$ cat config.mk
export PLATFORM = sky130hd
export DESIGN_NAME = icu_top
export DESIGN_NICKNAME = d
export VERILOG_FILES = /design/src/verilog/icu_pkg.sv /design/src/verilog/icu_top.sv
export VERILOG_INCLUDE_DIRS = /design/src /design/src/verilog
export SDC_FILE = /design/constraint.sdc
export NUM_CORES = 1
export LEC_CHECK = 0
export BUFFER_PORTS_ARGS = -buffer_cell sky130_fd_sc_hd__buf_2
export CAP_MARGIN = 20
export CORE_MARGIN = 5
export CORE_UTILIZATION = 59
export CTS_CLUSTER_SIZE = 12
export DETAILED_ROUTE_END_ITERATION = 12
export PLACE_DENSITY = 0.81
export SLEW_MARGIN = 10
export SYNTH_ARGS = -nofsm -noshare
export SYNTH_HDL_FRONTEND = slang
export SYNTH_SLANG_ARGS = --single-unit
$ cat constraint.sdc
create_clock -name clock_i -period 10.35 [get_ports clock_i]
set_clock_uncertainty 0.2 [all_clocks]
set_input_delay 1.035 -clock clock_i [delete_from_list [all_inputs] [get_ports clock_i]]
set_output_delay 1.035 -clock clock_i [all_outputs]
set_load 0.01 [all_outputs]
$ cat src/verilog/icu_consts.svh
// Purpose: Offsets, fields, reset values and timing counts.
// Assumes: Word-indexed register port, 10 MHz clock.
// Notes:   Definitions only.
`ifndef ICU_CONSTS_SVH
`define ICU_CONSTS_SVH
// ----------------------------------------------------------------
// Register indices
// ----------------------------------------------------------------
`define ICU_A_CTRL     4'h0
`define ICU_A_CMD      4'h1
`define ICU_A_OSEL     4'h2
`define ICU_A_OVAL     4'h3
`define ICU_A_WBCTL    4'h4
`define ICU_A_WBWIN    4'h5
`define ICU_A_STAT     4'h6
`define ICU_A_RGAIN    4'h7
`define ICU_A_BGAIN    4'h8
`define ICU_A_REFGAIN  4'h9
`define ICU_A_REXP     4'ha
`define ICU_A_BEXP     4'hb
`define ICU_A_GEXP     4'hc
`define ICU_A_ISTAT    4'hd
`define ICU_A_IMASK    4'he
// ----------------------------------------------------------------
// Fields and values
// ----------------------------------------------------------------
`define ICU_CMD_GCAL   0
`define ICU_CMD_STORE  1
`define ICU_CMD_RECALL 2
`define ICU_OFF_MIN    (-10'sd133)
`define ICU_OFF_MAX    (10'sd255)
`define ICU_GAIN_MAX   12'hfff
`define ICU_GAIN_MIN   12'h001
`define ICU_GAIN_RST   12'h100
`define ICU_EXP_RST    16'h0100
`define ICU_P5000_R    12'h120
`define ICU_P5000_B    12'h0e0
`define ICU_P5500_R    12'h110
`define ICU_P5500_B    12'h0f0
`define ICU_LVL_BRIGHT 10'h3a0
`define ICU_LVL_DARK   10'h0c0
`define ICU_WB_TOL     10'h008
`define ICU_WIN_RST    13'h1000
`define ICU_CLK_HZ     10000000
`define ICU_WB_TMO_S   10
`define ICU_WB_TMO_CYC (`ICU_WB_TMO_S * `ICU_CLK_HZ)
`endif

$ cat src/verilog/icu_pkg.sv
// Purpose: Types shared by the image calibration controller.
// Assumes: Nothing.
// Notes:   Values live in icu_consts.svh.
package icu_pkg;
  typedef enum logic [2:0] {
    OUT_IDLE = 3'h0, OUT_OK = 3'h1, OUT_ERR1 = 3'h2,
    OUT_ERR2 = 3'h3, OUT_ERR3 = 3'h4
  } icu_outcome_type;
  typedef enum logic [2:0] {
    WB_OFF = 3'h0, WB_ONCE = 3'h1, WB_EXPONCE = 3'h2,
    WB_P5000 = 3'h3, WB_P5500 = 3'h4
  } icu_wbmode_type;
  typedef enum logic {GC_IDLE = 1'b0, GC_RUN = 1'b1} icu_gcst_type;
  typedef enum logic [2:0] {
    AREA_OFF = 3'h0, AREA_DEF = 3'h1, AREA_U1 = 3'h2,
    AREA_U2 = 3'h3, AREA_U3 = 3'h4
  } icu_area_type;
endpackage

$ cat src/verilog/icu_top.sv
// Purpose: Gain calibration, channel offsets, white balance and
//          configuration slot control for a colour line camera.
// Assumes: Inputs synchronous to clock_i; levels come from the
//          image path measured inside the balance window.
// Notes:   Registers are word-indexed; read data follow a cycle on.
`include "icu_consts.svh"

// Summary of operation
// RULE1: Gain target picks user area; default read-only.
// RULE2: Calibration computes, stores, applies, reports success.
// RULE3: Outcome idle first; bright error1, dark error2.
// RULE4: Refuse without image, pattern, off/default target.
// RULE5: Per-channel offsets, selector, clamp -133..255.
// RULE6: Gain balance refers to overall or green gain.
// RULE7: Exposure balance needs individual exposure mode.
// RULE8: Red/blue lock skips balancing, reports success.
// RULE9: Finished balance reports success, control returns off.
// RULE10: Green high gives error1, low gives error2.
// RULE11: Balance times out after 10 seconds.
// RULE12: Measurement window has width and start.
// RULE13: Colour presets only with per-channel gain off.
// RULE14: Three non-volatile slots plus factory default.
// RULE15: Store accepted only while acquisition stopped.
// RULE16: Recall accepted only while acquisition stopped.
// RULE17: Default recall restores factory; never stored.
// RULE18: Start ignored while operation is running.
module icu_top #(
  parameter int unsigned GCAL_CYCLES = 1000,
  parameter int unsigned WB_STEP     = 64,
  parameter int unsigned WB_TMO      = `ICU_WB_TMO_CYC
) (
  // Clock and reset
  input  wire logic        clock_i,
  input  wire logic        nrst_i,
  // Register port
  input  wire logic [3:0]  addr_i,
  input  wire logic [31:0] wdata_i,
  input  wire logic        wr_i,
  input  wire logic        rd_i,
  output logic      [31:0] rdata_o,
  // Image path status and measurements
  input  wire logic        image_out_i,
  input  wire logic        synthetic_image_select_i,
  input  wire logic        acq_running_i,
  input  wire logic [9:0]  cal_level_i,
  input  wire logic [9:0]  red_level_i,
  input  wire logic [9:0]  green_level_i,
  input  wire logic [9:0]  blue_level_i,
  // Settings towards the image path
  output logic [9:0]       red_offset_o,
  output logic [9:0]       green_offset_o,
  output logic [9:0]       blue_offset_o,
  output logic [11:0]      red_digital_gain_o,
  output logic [11:0]      blue_digital_gain_o,
  output logic [15:0]      red_exposure_o,
  output logic [15:0]      blue_exposure_o,
  output logic [12:0]      wb_window_width_o,
  output logic [12:0]      wb_window_start_o,
  // Non-volatile store requests
  output logic             gain_cal_store_o,
  output logic [2:0]       gain_corr_target_area_o,
  output logic             config_slot_store_o,
  output logic             config_slot_recall_o,
  output logic [1:0]       config_slot_select_o,
  // Interrupt
  output logic             irq_o
);
  typedef struct packed {
    logic [2:0]                area;
    logic                      pcg;
    logic                      expind;
    logic                      lock;
    logic [1:0]                slot;
    logic [1:0]                osel;
    logic [9:0]                off_r;
    logic [9:0]                off_g;
    logic [9:0]                off_b;
    icu_pkg::icu_wbmode_type   wbmode;
    logic [12:0]               wb_w;
    logic [12:0]               wb_x;
    icu_pkg::icu_gcst_type     gcst;
    logic [15:0]               gcnt;
    icu_pkg::icu_outcome_type  gout;
    icu_pkg::icu_outcome_type  wout;
    logic [15:0]               wcnt;
    logic [31:0]               wtmo;
    logic [11:0]               rg;
    logic [11:0]               bg;
    logic [11:0]               ag;
    logic [11:0]               gg;
    logic [15:0]               er;
    logic [15:0]               eb;
    logic [15:0]               eg;
    logic [2:0]                ist;
    logic [2:0]                imask;
    logic [31:0]               rdata;
    logic                      irq;
    logic                      gstore;
    logic                      cstore;
    logic                      crecall;
  } icu_state_type;

  icu_state_type s_reg, s_next;
  logic          rst_meta_reg, rst_n_reg;

  // ----------------------------------------------------------------
  // Reset release
  // ----------------------------------------------------------------
  always_ff @(posedge clock_i or negedge nrst_i) begin
    if (!nrst_i) begin
      rst_meta_reg <= 1'b0;
      rst_n_reg    <= 1'b0;
    end else begin
      rst_meta_reg <= 1'b1;
      rst_n_reg    <= rst_meta_reg;
    end
  end

  // ----------------------------------------------------------------
  // Helpers
  // ----------------------------------------------------------------
  function automatic logic [9:0] clamp_off(input logic [9:0] v);
    logic signed [9:0] sv;
    sv = $signed(v);
    if (sv < `ICU_OFF_MIN) begin
      clamp_off = `ICU_OFF_MIN;
    end else if (sv > `ICU_OFF_MAX) begin
      clamp_off = `ICU_OFF_MAX;
    end else begin
      clamp_off = v;
    end
  endfunction

  // Returns 2'b01 to raise, 2'b10 to lower, 2'b00 when balanced.
  function automatic logic [1:0] wb_dir(input logic [9:0] lvl,
                                        input logic [9:0] grn);
    logic [10:0] l;
    logic [10:0] g;
    l = {1'b0, lvl};
    g = {1'b0, grn};
    if (l + {1'b0, `ICU_WB_TOL} < g) begin
      wb_dir = 2'b01;
    end else if (l > g + {1'b0, `ICU_WB_TOL}) begin
      wb_dir = 2'b10;
    end else begin
      wb_dir = 2'b00;
    end
  endfunction

  logic [1:0] dir_r, dir_b;
  assign dir_r = wb_dir(red_level_i, green_level_i);
  assign dir_b = wb_dir(blue_level_i, green_level_i);

  // ----------------------------------------------------------------
  // Next state
  // ----------------------------------------------------------------
  always_comb begin
    logic [2:0]  ev;
    logic        wfin;
    logic        wsat_hi;
    logic        wsat_lo;
    logic [15:0] vr;
    logic [15:0] vb;
    logic [15:0] vmax;
    ev      = 3'h0;
    wfin    = 1'b0;
    wsat_hi = 1'b0;
    wsat_lo = 1'b0;
    vr      = 16'h0000;
    vb      = 16'h0000;
    vmax    = 16'h0000;
    s_next  = s_reg;
    s_next.gstore  = 1'b0;
    s_next.cstore  = 1'b0;
    s_next.crecall = 1'b0;
    s_next.rdata   = 32'h0000_0000;

    // Gain calibration sequence.
    case (s_reg.gcst)
      icu_pkg::GC_IDLE: begin
        if (wr_i && addr_i == `ICU_A_CMD && wdata_i[`ICU_CMD_GCAL]) begin
          if (!image_out_i || synthetic_image_select_i ||
              s_reg.area < icu_pkg::AREA_U1 ||
              s_reg.area > icu_pkg::AREA_U3) begin
            s_next.gout = icu_pkg::OUT_ERR3; // see RULE4
            ev[0]       = 1'b1;
          end else begin
            s_next.gcst = icu_pkg::GC_RUN;
            s_next.gcnt = 16'h0000;
          end
        end
      end
      icu_pkg::GC_RUN: begin
        // A further start is not decoded here. see RULE18
        if (s_next.gcnt == 16'(GCAL_CYCLES - 1)) begin
          s_next.gcst = icu_pkg::GC_IDLE;
          ev[0]       = 1'b1;
          if (cal_level_i > `ICU_LVL_BRIGHT) begin
            s_next.gout = icu_pkg::OUT_ERR1; // see RULE3
          end else if (cal_level_i < `ICU_LVL_DARK) begin
            s_next.gout = icu_pkg::OUT_ERR2; // see RULE3
          end else begin
            s_next.gout   = icu_pkg::OUT_OK; // see RULE2
            s_next.gstore = 1'b1;            // see RULE1
          end
        end else begin
          s_next.gcnt = s_reg.gcnt + 16'h0001;
        end
      end
      default: s_next.gcst = icu_pkg::GC_IDLE;
    endcase

    // Automatic white balance, one step every WB_STEP cycles.
    case (s_reg.wbmode)
      icu_pkg::WB_ONCE, icu_pkg::WB_EXPONCE: begin
        s_next.wtmo = s_reg.wtmo + 32'h1;
        if (s_reg.lock) begin
          wfin        = 1'b1;
          s_next.wout = icu_pkg::OUT_OK; // see RULE8
        end else if (s_reg.wtmo == WB_TMO - 1) begin
          wfin        = 1'b1;
          s_next.wout = icu_pkg::OUT_ERR3; // see RULE11
        end else if (s_reg.wcnt == 16'(WB_STEP - 1)) begin
          s_next.wcnt = 16'h0000;
          if (s_reg.wbmode == icu_pkg::WB_ONCE) begin
            vr   = {4'h0, s_reg.rg};
            vb   = {4'h0, s_reg.bg};
            vmax = {4'h0, `ICU_GAIN_MAX};
          end else begin
            vr   = s_reg.er;
            vb   = s_reg.eb;
            vmax = 16'hffff;
          end
          wsat_hi = (dir_r == 2'b01 && vr == vmax) ||
                    (dir_b == 2'b01 && vb == vmax);
          wsat_lo = (dir_r == 2'b10 && vr <= 16'h0001) ||
                    (dir_b == 2'b10 && vb <= 16'h0001);
          if (dir_r == 2'b01) vr = vr + 16'h0001;
          if (dir_r == 2'b10) vr = vr - 16'h0001;
          if (dir_b == 2'b01) vb = vb + 16'h0001;
          if (dir_b == 2'b10) vb = vb - 16'h0001;
          if (wsat_hi) begin
            wfin        = 1'b1;
            s_next.wout = icu_pkg::OUT_ERR1; // see RULE10
          end else if (wsat_lo) begin
            wfin        = 1'b1;
            s_next.wout = icu_pkg::OUT_ERR2; // see RULE10
          end else if (dir_r == 2'b00 && dir_b == 2'b00) begin
            wfin        = 1'b1;
            s_next.wout = icu_pkg::OUT_OK; // see RULE9
          end else if (s_reg.wbmode == icu_pkg::WB_ONCE) begin
            s_next.rg = vr[11:0]; // see RULE6
            s_next.bg = vb[11:0];
          end else begin
            s_next.er = vr; // see RULE7
            s_next.eb = vb;
          end
        end else begin
          s_next.wcnt = s_reg.wcnt + 16'h0001;
        end
        if (wfin) begin
          s_next.wbmode = icu_pkg::WB_OFF; // see RULE9
          ev[1]         = 1'b1;
        end
      end
      icu_pkg::WB_OFF, icu_pkg::WB_P5000, icu_pkg::WB_P5500: begin
        if (wr_i && addr_i == `ICU_A_WBCTL) begin
          case (wdata_i[2:0])
            3'h1: begin
              s_next.wbmode = icu_pkg::WB_ONCE;
              s_next.rg = s_reg.pcg ? s_reg.gg : s_reg.ag; // see RULE6
              s_next.bg = s_reg.pcg ? s_reg.gg : s_reg.ag;
            end
            3'h2: begin
              if (s_reg.expind) begin
                s_next.wbmode = icu_pkg::WB_EXPONCE; // see RULE7
                s_next.er     = s_reg.eg;
                s_next.eb     = s_reg.eg;
              end
            end
            3'h3: begin
              if (!s_reg.pcg) begin
                s_next.wbmode = icu_pkg::WB_P5000; // see RULE13
                s_next.rg     = `ICU_P5000_R;
                s_next.bg     = `ICU_P5000_B;
              end
            end
            3'h4: begin
              if (!s_reg.pcg) begin
                s_next.wbmode = icu_pkg::WB_P5500; // see RULE13
                s_next.rg     = `ICU_P5500_R;
                s_next.bg     = `ICU_P5500_B;
              end
            end
            default: s_next.wbmode = icu_pkg::WB_OFF;
          endcase
          s_next.wcnt = 16'h0000;
          s_next.wtmo = 32'h0;
        end
      end
      default: s_next.wbmode = icu_pkg::WB_OFF;
    endcase

    // Register writes.
    if (wr_i) begin
      case (addr_i)
        `ICU_A_CTRL: begin
          // The target is held during a run so a store never hits default.
          if (s_reg.gcst == icu_pkg::GC_IDLE) begin
            s_next.area = wdata_i[2:0]; // see RULE1
          end
          s_next.pcg    = wdata_i[3];
          s_next.expind = wdata_i[4];
          s_next.lock   = wdata_i[5];
          s_next.slot   = wdata_i[7:6]; // see RULE14
        end
        `ICU_A_CMD: begin
          if (wdata_i[`ICU_CMD_STORE]) begin
            if (acq_running_i || s_reg.slot == 2'h0) begin
              ev[2] = 1'b1; // see RULE15
            end else begin
              s_next.cstore = 1'b1; // see RULE17
            end
          end
          if (wdata_i[`ICU_CMD_RECALL]) begin
            if (acq_running_i) begin
              ev[2] = 1'b1; // see RULE16
            end else begin
              s_next.crecall = 1'b1; // see RULE17
            end
          end
        end
        `ICU_A_OSEL: s_next.osel = wdata_i[1:0];
        `ICU_A_OVAL: begin
          case (s_reg.osel) // see RULE5
            2'h0: s_next.off_r = clamp_off(wdata_i[9:0]);
            2'h1: s_next.off_g = clamp_off(wdata_i[9:0]);
            2'h2: s_next.off_b = clamp_off(wdata_i[9:0]);
            default: ;
          endcase
        end
        `ICU_A_WBWIN: begin
          s_next.wb_w = wdata_i[12:0]; // see RULE12
          s_next.wb_x = wdata_i[28:16];
        end
        `ICU_A_REFGAIN: begin
          s_next.ag = wdata_i[11:0];
          s_next.gg = wdata_i[27:16];
        end
        `ICU_A_GEXP:  s_next.eg    = wdata_i[15:0];
        `ICU_A_IMASK: s_next.imask = wdata_i[2:0];
        default: ;
      endcase
    end

    // Register reads; an interrupt status read clears, a new event wins.
    if (rd_i) begin
      case (addr_i)
        `ICU_A_CTRL: s_next.rdata = {24'h0, s_reg.slot, s_reg.lock,
                                     s_reg.expind, s_reg.pcg,
                                     s_reg.area};
        `ICU_A_OSEL: s_next.rdata = {30'h0, s_reg.osel};
        `ICU_A_OVAL: begin
          case (s_reg.osel)
            2'h0: s_next.rdata = {{22{s_reg.off_r[9]}}, s_reg.off_r};
            2'h1: s_next.rdata = {{22{s_reg.off_g[9]}}, s_reg.off_g};
            2'h2: s_next.rdata = {{22{s_reg.off_b[9]}}, s_reg.off_b};
            default: s_next.rdata = 32'h0000_0000;
          endcase
        end
        `ICU_A_WBCTL: s_next.rdata = {29'h0, s_reg.wbmode};
        `ICU_A_WBWIN: s_next.rdata = {3'h0, s_reg.wb_x,
                                      3'h0, s_reg.wb_w};
        `ICU_A_STAT: s_next.rdata = {22'h0, s_reg.wbmode != 3'h1 &&
                                     s_reg.wbmode != 3'h2 ? 1'b0 : 1'b1,
                                     s_reg.gcst, 1'b0, s_reg.wout,
                                     1'b0, s_reg.gout};
        `ICU_A_RGAIN: s_next.rdata = {20'h0, s_reg.rg};
        `ICU_A_BGAIN: s_next.rdata = {20'h0, s_reg.bg};
        `ICU_A_REFGAIN: s_next.rdata = {4'h0, s_reg.gg, 4'h0, s_reg.ag};
        `ICU_A_REXP: s_next.rdata = {16'h0, s_reg.er};
        `ICU_A_BEXP: s_next.rdata = {16'h0, s_reg.eb};
        `ICU_A_GEXP: s_next.rdata = {16'h0, s_reg.eg};
        `ICU_A_ISTAT: begin
          s_next.rdata = {29'h0, s_reg.ist};
          s_next.ist   = 3'h0;
        end
        `ICU_A_IMASK: s_next.rdata = {29'h0, s_reg.imask};
        default: s_next.rdata = 32'h0000_0000;
      endcase
    end
    s_next.ist = s_next.ist | ev;
    s_next.irq = |(s_next.ist & s_next.imask);
  end

  // ----------------------------------------------------------------
  // State register
  // ----------------------------------------------------------------
  always_ff @(posedge clock_i or negedge rst_n_reg) begin
    if (!rst_n_reg) begin
      s_reg        <= '0;
      s_reg.rg     <= `ICU_GAIN_RST;
      s_reg.bg     <= `ICU_GAIN_RST;
      s_reg.ag     <= `ICU_GAIN_RST;
      s_reg.gg     <= `ICU_GAIN_RST;
      s_reg.er     <= `ICU_EXP_RST;
      s_reg.eb     <= `ICU_EXP_RST;
      s_reg.eg     <= `ICU_EXP_RST;
      s_reg.wb_w   <= `ICU_WIN_RST;
      s_reg.area   <= icu_pkg::AREA_U1;
      s_reg.slot   <= 2'h1;
    end else begin
      s_reg <= s_next;
    end
  end

  assign rdata_o                 = s_reg.rdata;
  assign red_offset_o            = s_reg.off_r;
  assign green_offset_o          = s_reg.off_g;
  assign blue_offset_o           = s_reg.off_b;
  assign red_digital_gain_o      = s_reg.rg;
  assign blue_digital_gain_o     = s_reg.bg;
  assign red_exposure_o          = s_reg.er;
  assign blue_exposure_o         = s_reg.eb;
  assign wb_window_width_o       = s_reg.wb_w;
  assign wb_window_start_o       = s_reg.wb_x;
  assign gain_cal_store_o        = s_reg.gstore;
  assign gain_corr_target_area_o = s_reg.area;
  assign config_slot_store_o     = s_reg.cstore;
  assign config_slot_recall_o    = s_reg.crecall;
  assign config_slot_select_o    = s_reg.slot;
  assign irq_o                   = s_reg.irq;
endmodule

---- Word level (Yosys, flattened, before mapping) ----
Cells that the tools add are included.
storage, ports and cells
  flip-flop bits (word level) ............. 280
  bits of input ports ..................... 83
  output and inout port bits .............. 153
  logic and storage cells ................. 279
operators by class
  $add $sub $neg .......................... 10
  order comparisons ....................... 12
  equality and inequality tests ........... 56
  mux-type cells .......................... 119
  bitwise logic cells ..................... 3
  reductions and logical operators ........ 45
operator list
  cell                                                                     number
  16-bit two-way mux                                                       31
  32-bit case mux with 14 select lines                                     1
  32-bit two-way mux                                                       11
  24-bit two-way mux                                                       9
  72-bit case mux with 2 select lines                                      1
  32-bit case mux with 3 select lines                                      1
  72-bit two-way mux                                                       1
  24-bit case mux with 3 select lines                                      1
  16-bit by 1-bit adder with 16-bit output, second input constant          4
  32-bit case mux with 2 select lines                                      1
  3-bit two-way mux                                                        18
  20-bit case mux with 2 select lines                                      1
  10-bit by 4-bit adder with 11-bit output, second input constant          3
  32-bit by 1-bit adder with 32-bit output, second input constant          1
  16-bit equality test                                                     2
  32-bit by 27-bit equality test with 1-bit output, second input constant  1
  16-bit by 1-bit <= comparator with 1-bit output, second input constant   2
  16-bit by 1-bit subtractor with 16-bit output, second input constant     2
  2-bit inequality test, second input constant                             15
  4-bit equality test, second input constant                               7
  1-bit two-way mux                                                        28
  10-bit by 11-bit greater-than comparator with 1-bit output               2
  11-bit by 10-bit < comparator with 1-bit output                          2
  3-bit AND reduction                                                      7
  other kinds (48)                                                         93

---- Depth between registers and ports, before layout ----
  depth after elaboration ................. 22
  depth in mapped cells ................... 21
  depth with buffers taken out ............ 16

---- Worst setup path before layout ----
No wires, ideal clock.
  kind .................................... input to register
  from .................................... in red_level_i[3]
  to ...................................... reg s_reg, in the netlist red_exposure_o[12]
  setup time .............................. 0.078 ns
  arrival ................................. 4.204 ns
  data required time ...................... 10.072 ns
  path slack .............................. 5.868 ns
  stages .................................. 17
  buffers on the path ..................... 2
  cells stage by stage .................... ha_1 nand3_1 xnor2_1 ha_1 a21oi_1 nand2_1 a211o_1 clkbuf_1 nor2_1 xnor2_1 ha_1 nand2_1 or3b_1 clkbuf_1 o21a_1 o311ai_1 a21boi_1
between the ends
  cells in the longest elaborated chain, start to end .. 19
  elaborated cells between the ends (all ways) .. 32
  classes of those cells .................. add/sub (2); order compare (2); eq/ne (5); mux (16); reduce/logical (7)
ends and longest elaborated chain
  element                                                                                                                 RTL line                        text
  start: declaration                                                                                                      icu_top.sv:46                   input wire logic [9:0] red_level_i,
  10-bit by 4-bit adder with 11-bit output or 10-bit by 11-bit greater-than comparator with 1-bit output (tied branches)  icu_top.sv:141, icu_top.sv:143
  11-bit by 10-bit < comparator with 1-bit output or 2-bit two-way mux (tied branches)                                    icu_top.sv:141, icu_top.sv:143
  2-bit two-way mux *                                                                                                     icu_top.sv:141                  if (l + {1'b0, `ICU_WB_TOL} < g) begin
  2-bit by 1-bit equality test with 1-bit output                                                                          icu_top.sv:234, icu_top.sv:238
  16-bit two-way mux                                                                                                      icu_top.sv:238                  if (dir_r == 2'b01) vr = vr + 16'h0001;
  16-bit two-way mux                                                                                                      icu_top.sv:223                  end else if (s_reg.wcnt == 16'(WB_STEP - 1)) begin
  16-bit two-way mux                                                                                                      icu_top.sv:220                  end else if (s_reg.wtmo == WB_TMO - 1) begin
  16-bit two-way mux                                                                                                      icu_top.sv:217                  if (s_reg.lock) begin
  [... 3 more ...]                                                                                                        n/a
  32-bit two-way mux                                                                                                      icu_top.sv:251                  end else if (s_reg.wbmode == icu_pkg::WB_ONCE) begin
  32-bit two-way mux                                                                                                      icu_top.sv:248                  end else if (dir_r == 2'b00 && dir_b == 2'b00) begin
  32-bit two-way mux                                                                                                      icu_top.sv:245                  end else if (wsat_lo) begin
  32-bit two-way mux                                                                                                      icu_top.sv:242                  if (wsat_hi) begin
  32-bit two-way mux                                                                                                      icu_top.sv:223
  32-bit two-way mux                                                                                                      icu_top.sv:220
  32-bit two-way mux                                                                                                      icu_top.sv:217
  32-bit case mux with 2 select lines                                                                                     icu_top.sv:214                  case (s_reg.wbmode)
  end signal: assignment                                                                                                  icu_top.sv:413                  s_reg <= s_next;
  end: declaration                                                                                                        icu_top.sv:103                  icu_state_type s_reg, s_next;
Every way passes the cells marked *; elsewhere a longest branch is shown, timed or not. The select of a mux whose other input is x is not followed.
A chain may end at the register's enable or synchronous reset.

---- Worst setup path after layout ----
  from .................................... reg s_reg[237] (netlist name)
  to ...................................... reg s_reg, in the netlist blue_exposure_o[15]
between the ends
  cells in the longest elaborated chain, start to end .. 22
  elaborated cells between the ends (all ways) .. 60
  classes of those cells .................. add/sub (2); order compare (2); eq/ne (16); mux (29); reduce/logical (11)
ends and longest elaborated chain
  element                                         RTL line                                        text
  3-bit by 1-bit equality test with 1-bit output  icu_top.sv:214, icu_top.sv:225, icu_top.sv:251
  16-bit two-way mux                              icu_top.sv:225                                  if (s_reg.wbmode == icu_pkg::WB_ONCE) begin
  16-bit two-way mux                              icu_top.sv:223
  16-bit two-way mux                              icu_top.sv:220
  16-bit two-way mux                              icu_top.sv:217
  16-bit two-way mux                              icu_top.sv:214
  16-bit by 1-bit adder with 16-bit output        icu_top.sv:240                                  if (dir_b == 2'b01) vb = vb + 16'h0001;
  16-bit two-way mux                              icu_top.sv:240
  [... 6 more ...]                                n/a
  32-bit two-way mux                              icu_top.sv:251
  32-bit two-way mux                              icu_top.sv:248
  32-bit two-way mux                              icu_top.sv:245
  32-bit two-way mux                              icu_top.sv:242
  32-bit two-way mux                              icu_top.sv:223
  32-bit two-way mux                              icu_top.sv:220
  32-bit two-way mux                              icu_top.sv:217
  32-bit case mux with 2 select lines             icu_top.sv:214
Several ways; a longest one is shown, not always the timed one. The select of a mux whose other input is x is not followed.

==> metrics.cfg <==
[synth]
synth_top_area_share_pct=37.4
yosys_most_used_dff=dfrtp_1
ys_async_sr_fraction_pct=100
yosysSeqAreaShare_pct=38.9
syn_inst=1983
synth_area_leader_cell=dfrtp_1
synth-seq-cells=278
syn_area_um2=17900
synth_edf_count=0
avgSynthCellArea_um2=9.03
synth_most_common_cell=dfrtp_1
synth_area_leaders=dfrtp_1 (37%), buf_4 (6.3%), mux2_2 (5.9%)
yosys_warnings=0
synthTopCellsByCount=dfrtp_1 (268), nand2_1 (210), nor2_1 (182)
synth_nets=2112
yosysUniqueCellTypes=94

[worst_setup_path]
worst_path_most_repeated_cell=a211oi_1
worstPathMaxFanout=62
critPathTopFamily=compound AO/OA/AOI/OAI gates
r2r_start=s_reg[237]
cp.depth=14
crit_path_end_kind=flip-flop
critPathKind=flip-flop to flip-flop
cpMaxStageDelayCell=buf_4
reg2reg_depth=14
critPathArrivalTime_ns=5.60
rrSetupSlack_ns=5.02
crit_path_start=s_reg[237]
worstSetupStartpointType=flip-flop
rr_endpoint=blue_exposure_o[15]
cp.required_ns=10.62
cp_cell_sequence=nor3b_4 -> buf_4 -> mux2i_1 -> inv_1 -> ha_1 -> nand4_1 -> or3_1 -> a2bb2o_1 -> nor3_1 -> a211oi_1 -> o2bb2ai_1 -> a211o_1 -> nor2_1 -> a211oi_1
path_buf_inv=2
slowest_delay_ns=0.65
crit_end=blue_exposure_o[15]

[final_layout]
fin_cells=2433
nets=2150
antenna_cells=0
final_cell_area_um2=19200
syn2layout_area_growth_pct=7.24
largest_reg_flops=125
drive_above_1_share_pct=21.3

[sta]
maxSlewHeadroom_pct=24.5
setup_violations=0
rsz0062_at_grt=false
tightestPinTransition_ns=1.13
hold_violations=0
drv_slew=0
fin_crit_sh_pct=51.4
fmax_mhz=188
finalCriticalPeriod_ns=5.33
timing.setup.tns_ns=0
worst_hold_slack_ns=0.0358

[route]
post_drt_wl_per_cell_um=21.9
viasPerCell=6.53
drt_iter0_markers=1540
drc=0
wl_um=53200
dr_total_vias=15880
drtAntennaViolNets=0
drt_first_pass_iters=9

[floorplan]
io_pins=236
die_y_um=184
dieArea_um2=33900
chipWidth_um=184
start_util_pct=60.1
placementRows=63
core_region_area_um2=29800

[min_path]
hold_class=input pin to asynchronous set/reset pin

[run]
max-cap-violations=0

[cts]
clk_pin_slew_ns=0.06
numCtsBuffers=30
cts_resized=0
clock-root-buffer=clkbuf_16
clock-sinks=278
worstSkewPairLatency_ns=0.58
cts_tree=done
clk_path_buf_depth=3
htreeDepth=1
cts_setup_buffers=0
hold_buffers=0

[placed_design]
dp_hpwl_um=38100
dp.cells=2374
place.gp.congestion=0.950
postPlaceCellArea_um2=18200
numPortBuffers=232

[power_and_ir_drop]
peakVddDrop_v=0.000167
power_density_nw_per_um2=191
p_leak_uw=0.00863

[grt]
grt_max_degree=83
grtUsageTotal_pct=30.1
grt_pass1_wl_um=83100
grt_pass1_vias=15375
antenna_found_initial=2
grt.overflow.total=0

[outcome]
status=complete, no violations

[layer usage]
layer,vias up,share of wire (%),global-route usage [%]
met4,2,4.7,11.8
met1,7658,39,40.3
met2,933,46,48.3
li1,7100,-,-
met3,187,10,6.24
met5,-,0.024,0
[kinds of logic (layout without fill, tap and decap cells)]
| kind of cell | after synthesis | count (layout) | synth area share (%) |
|---|---|---|---|
| AND/OR/NAND/NOR | 715 | 715 | 19.6 |
| AO/OA/AOI/OAI | 421 | 421 | 15.6 |
| buffers and inverters | 284 | 344 | 9.36 |
| flip-flops | 278 | 278 | 38.9 |
| multiplexers | 143 | 143 | 8.73 |
| XOR/XNOR | 95 | 95 | 4.65 |
| adder cells (fa/ha/maj) | 46 | 46 | 3.21 |
| other | 1 | 1 | 0.0209 |
[power by group]
part / switching (uW) / internal, uW / leakage [uW] / total, uW
combinational: 637 / 426 / 0.00460 / 1060
sequential: 296 / 1280 / 0.00358 / 1570
clock: 448 / 574 / 0.000447 / 1020
[placed cells by master (no fill, tap or decap), drive strengths merged, types with 11 or more instances in the layout]
| cell type | count |
|---|---|
| a211oi | 19 |
| a21oi | 78 |
| a221oi | 16 |
| a222oi | 11 |
| a22o | 12 |
| a22oi | 28 |
| a31oi | 47 |
| and2 | 14 |
| and3 | 35 |
| buf | 258 |
| clkbuf | 47 |
| dfrtp | 268 |
| ha | 46 |
| inv | 32 |
| mux2 | 95 |
| mux2i | 48 |
| nand2 | 210 |
| nand3 | 67 |
| nand4 | 40 |
| nor2 | 182 |
| nor2b | 15 |
| nor3 | 55 |
| nor4 | 17 |
| o21ai | 112 |
| o31ai | 18 |
| or3 | 20 |
| xnor2 | 59 |
| xor2 | 36 |
[worst min-delay path by stage]
stage | endpoint | slack (ns) | start | cells past startpoint
3_5_place_dp | gain_cal_store_o | 0.12 | rst_n_reg | 0
2_1_floorplan | rst_n_reg | 0.13 | rst_meta_reg | 0
6_report | rst_n_reg | 0.04 | nrst_i | 1
4_1_cts | rst_n_reg | 0.02 | nrst_i | 1
3_3_place_gp | gain_cal_store_o | 0.12 | rst_n_reg | 0
5_1_grt | rst_n_reg | 0.02 | nrst_i | 1
[cell type report]
cell class                 instances  area (um2)
clock buffer                      47         865
clock inverter                     7        68.8
fill                            2429       10600
inverter                          32         120
multi-input combinational       1421        9290
sequential                       278        6970
tap                              390         488
timing repair buffer             258        1400
[metrics by stage]
stage	total power, uW	setup slack [ns]	utilization, %
3_3_place_gp	2580	4.92	61.0
6_report	3660	5.02	64.5
4_1_cts	3640	5.10	64.2
2_1_floorplan	2340	1.85	-
3_5_place_dp	2620	4.80	61.0
5_1_grt	3830	4.66	64.5
(Power assumes the default switching activity.)
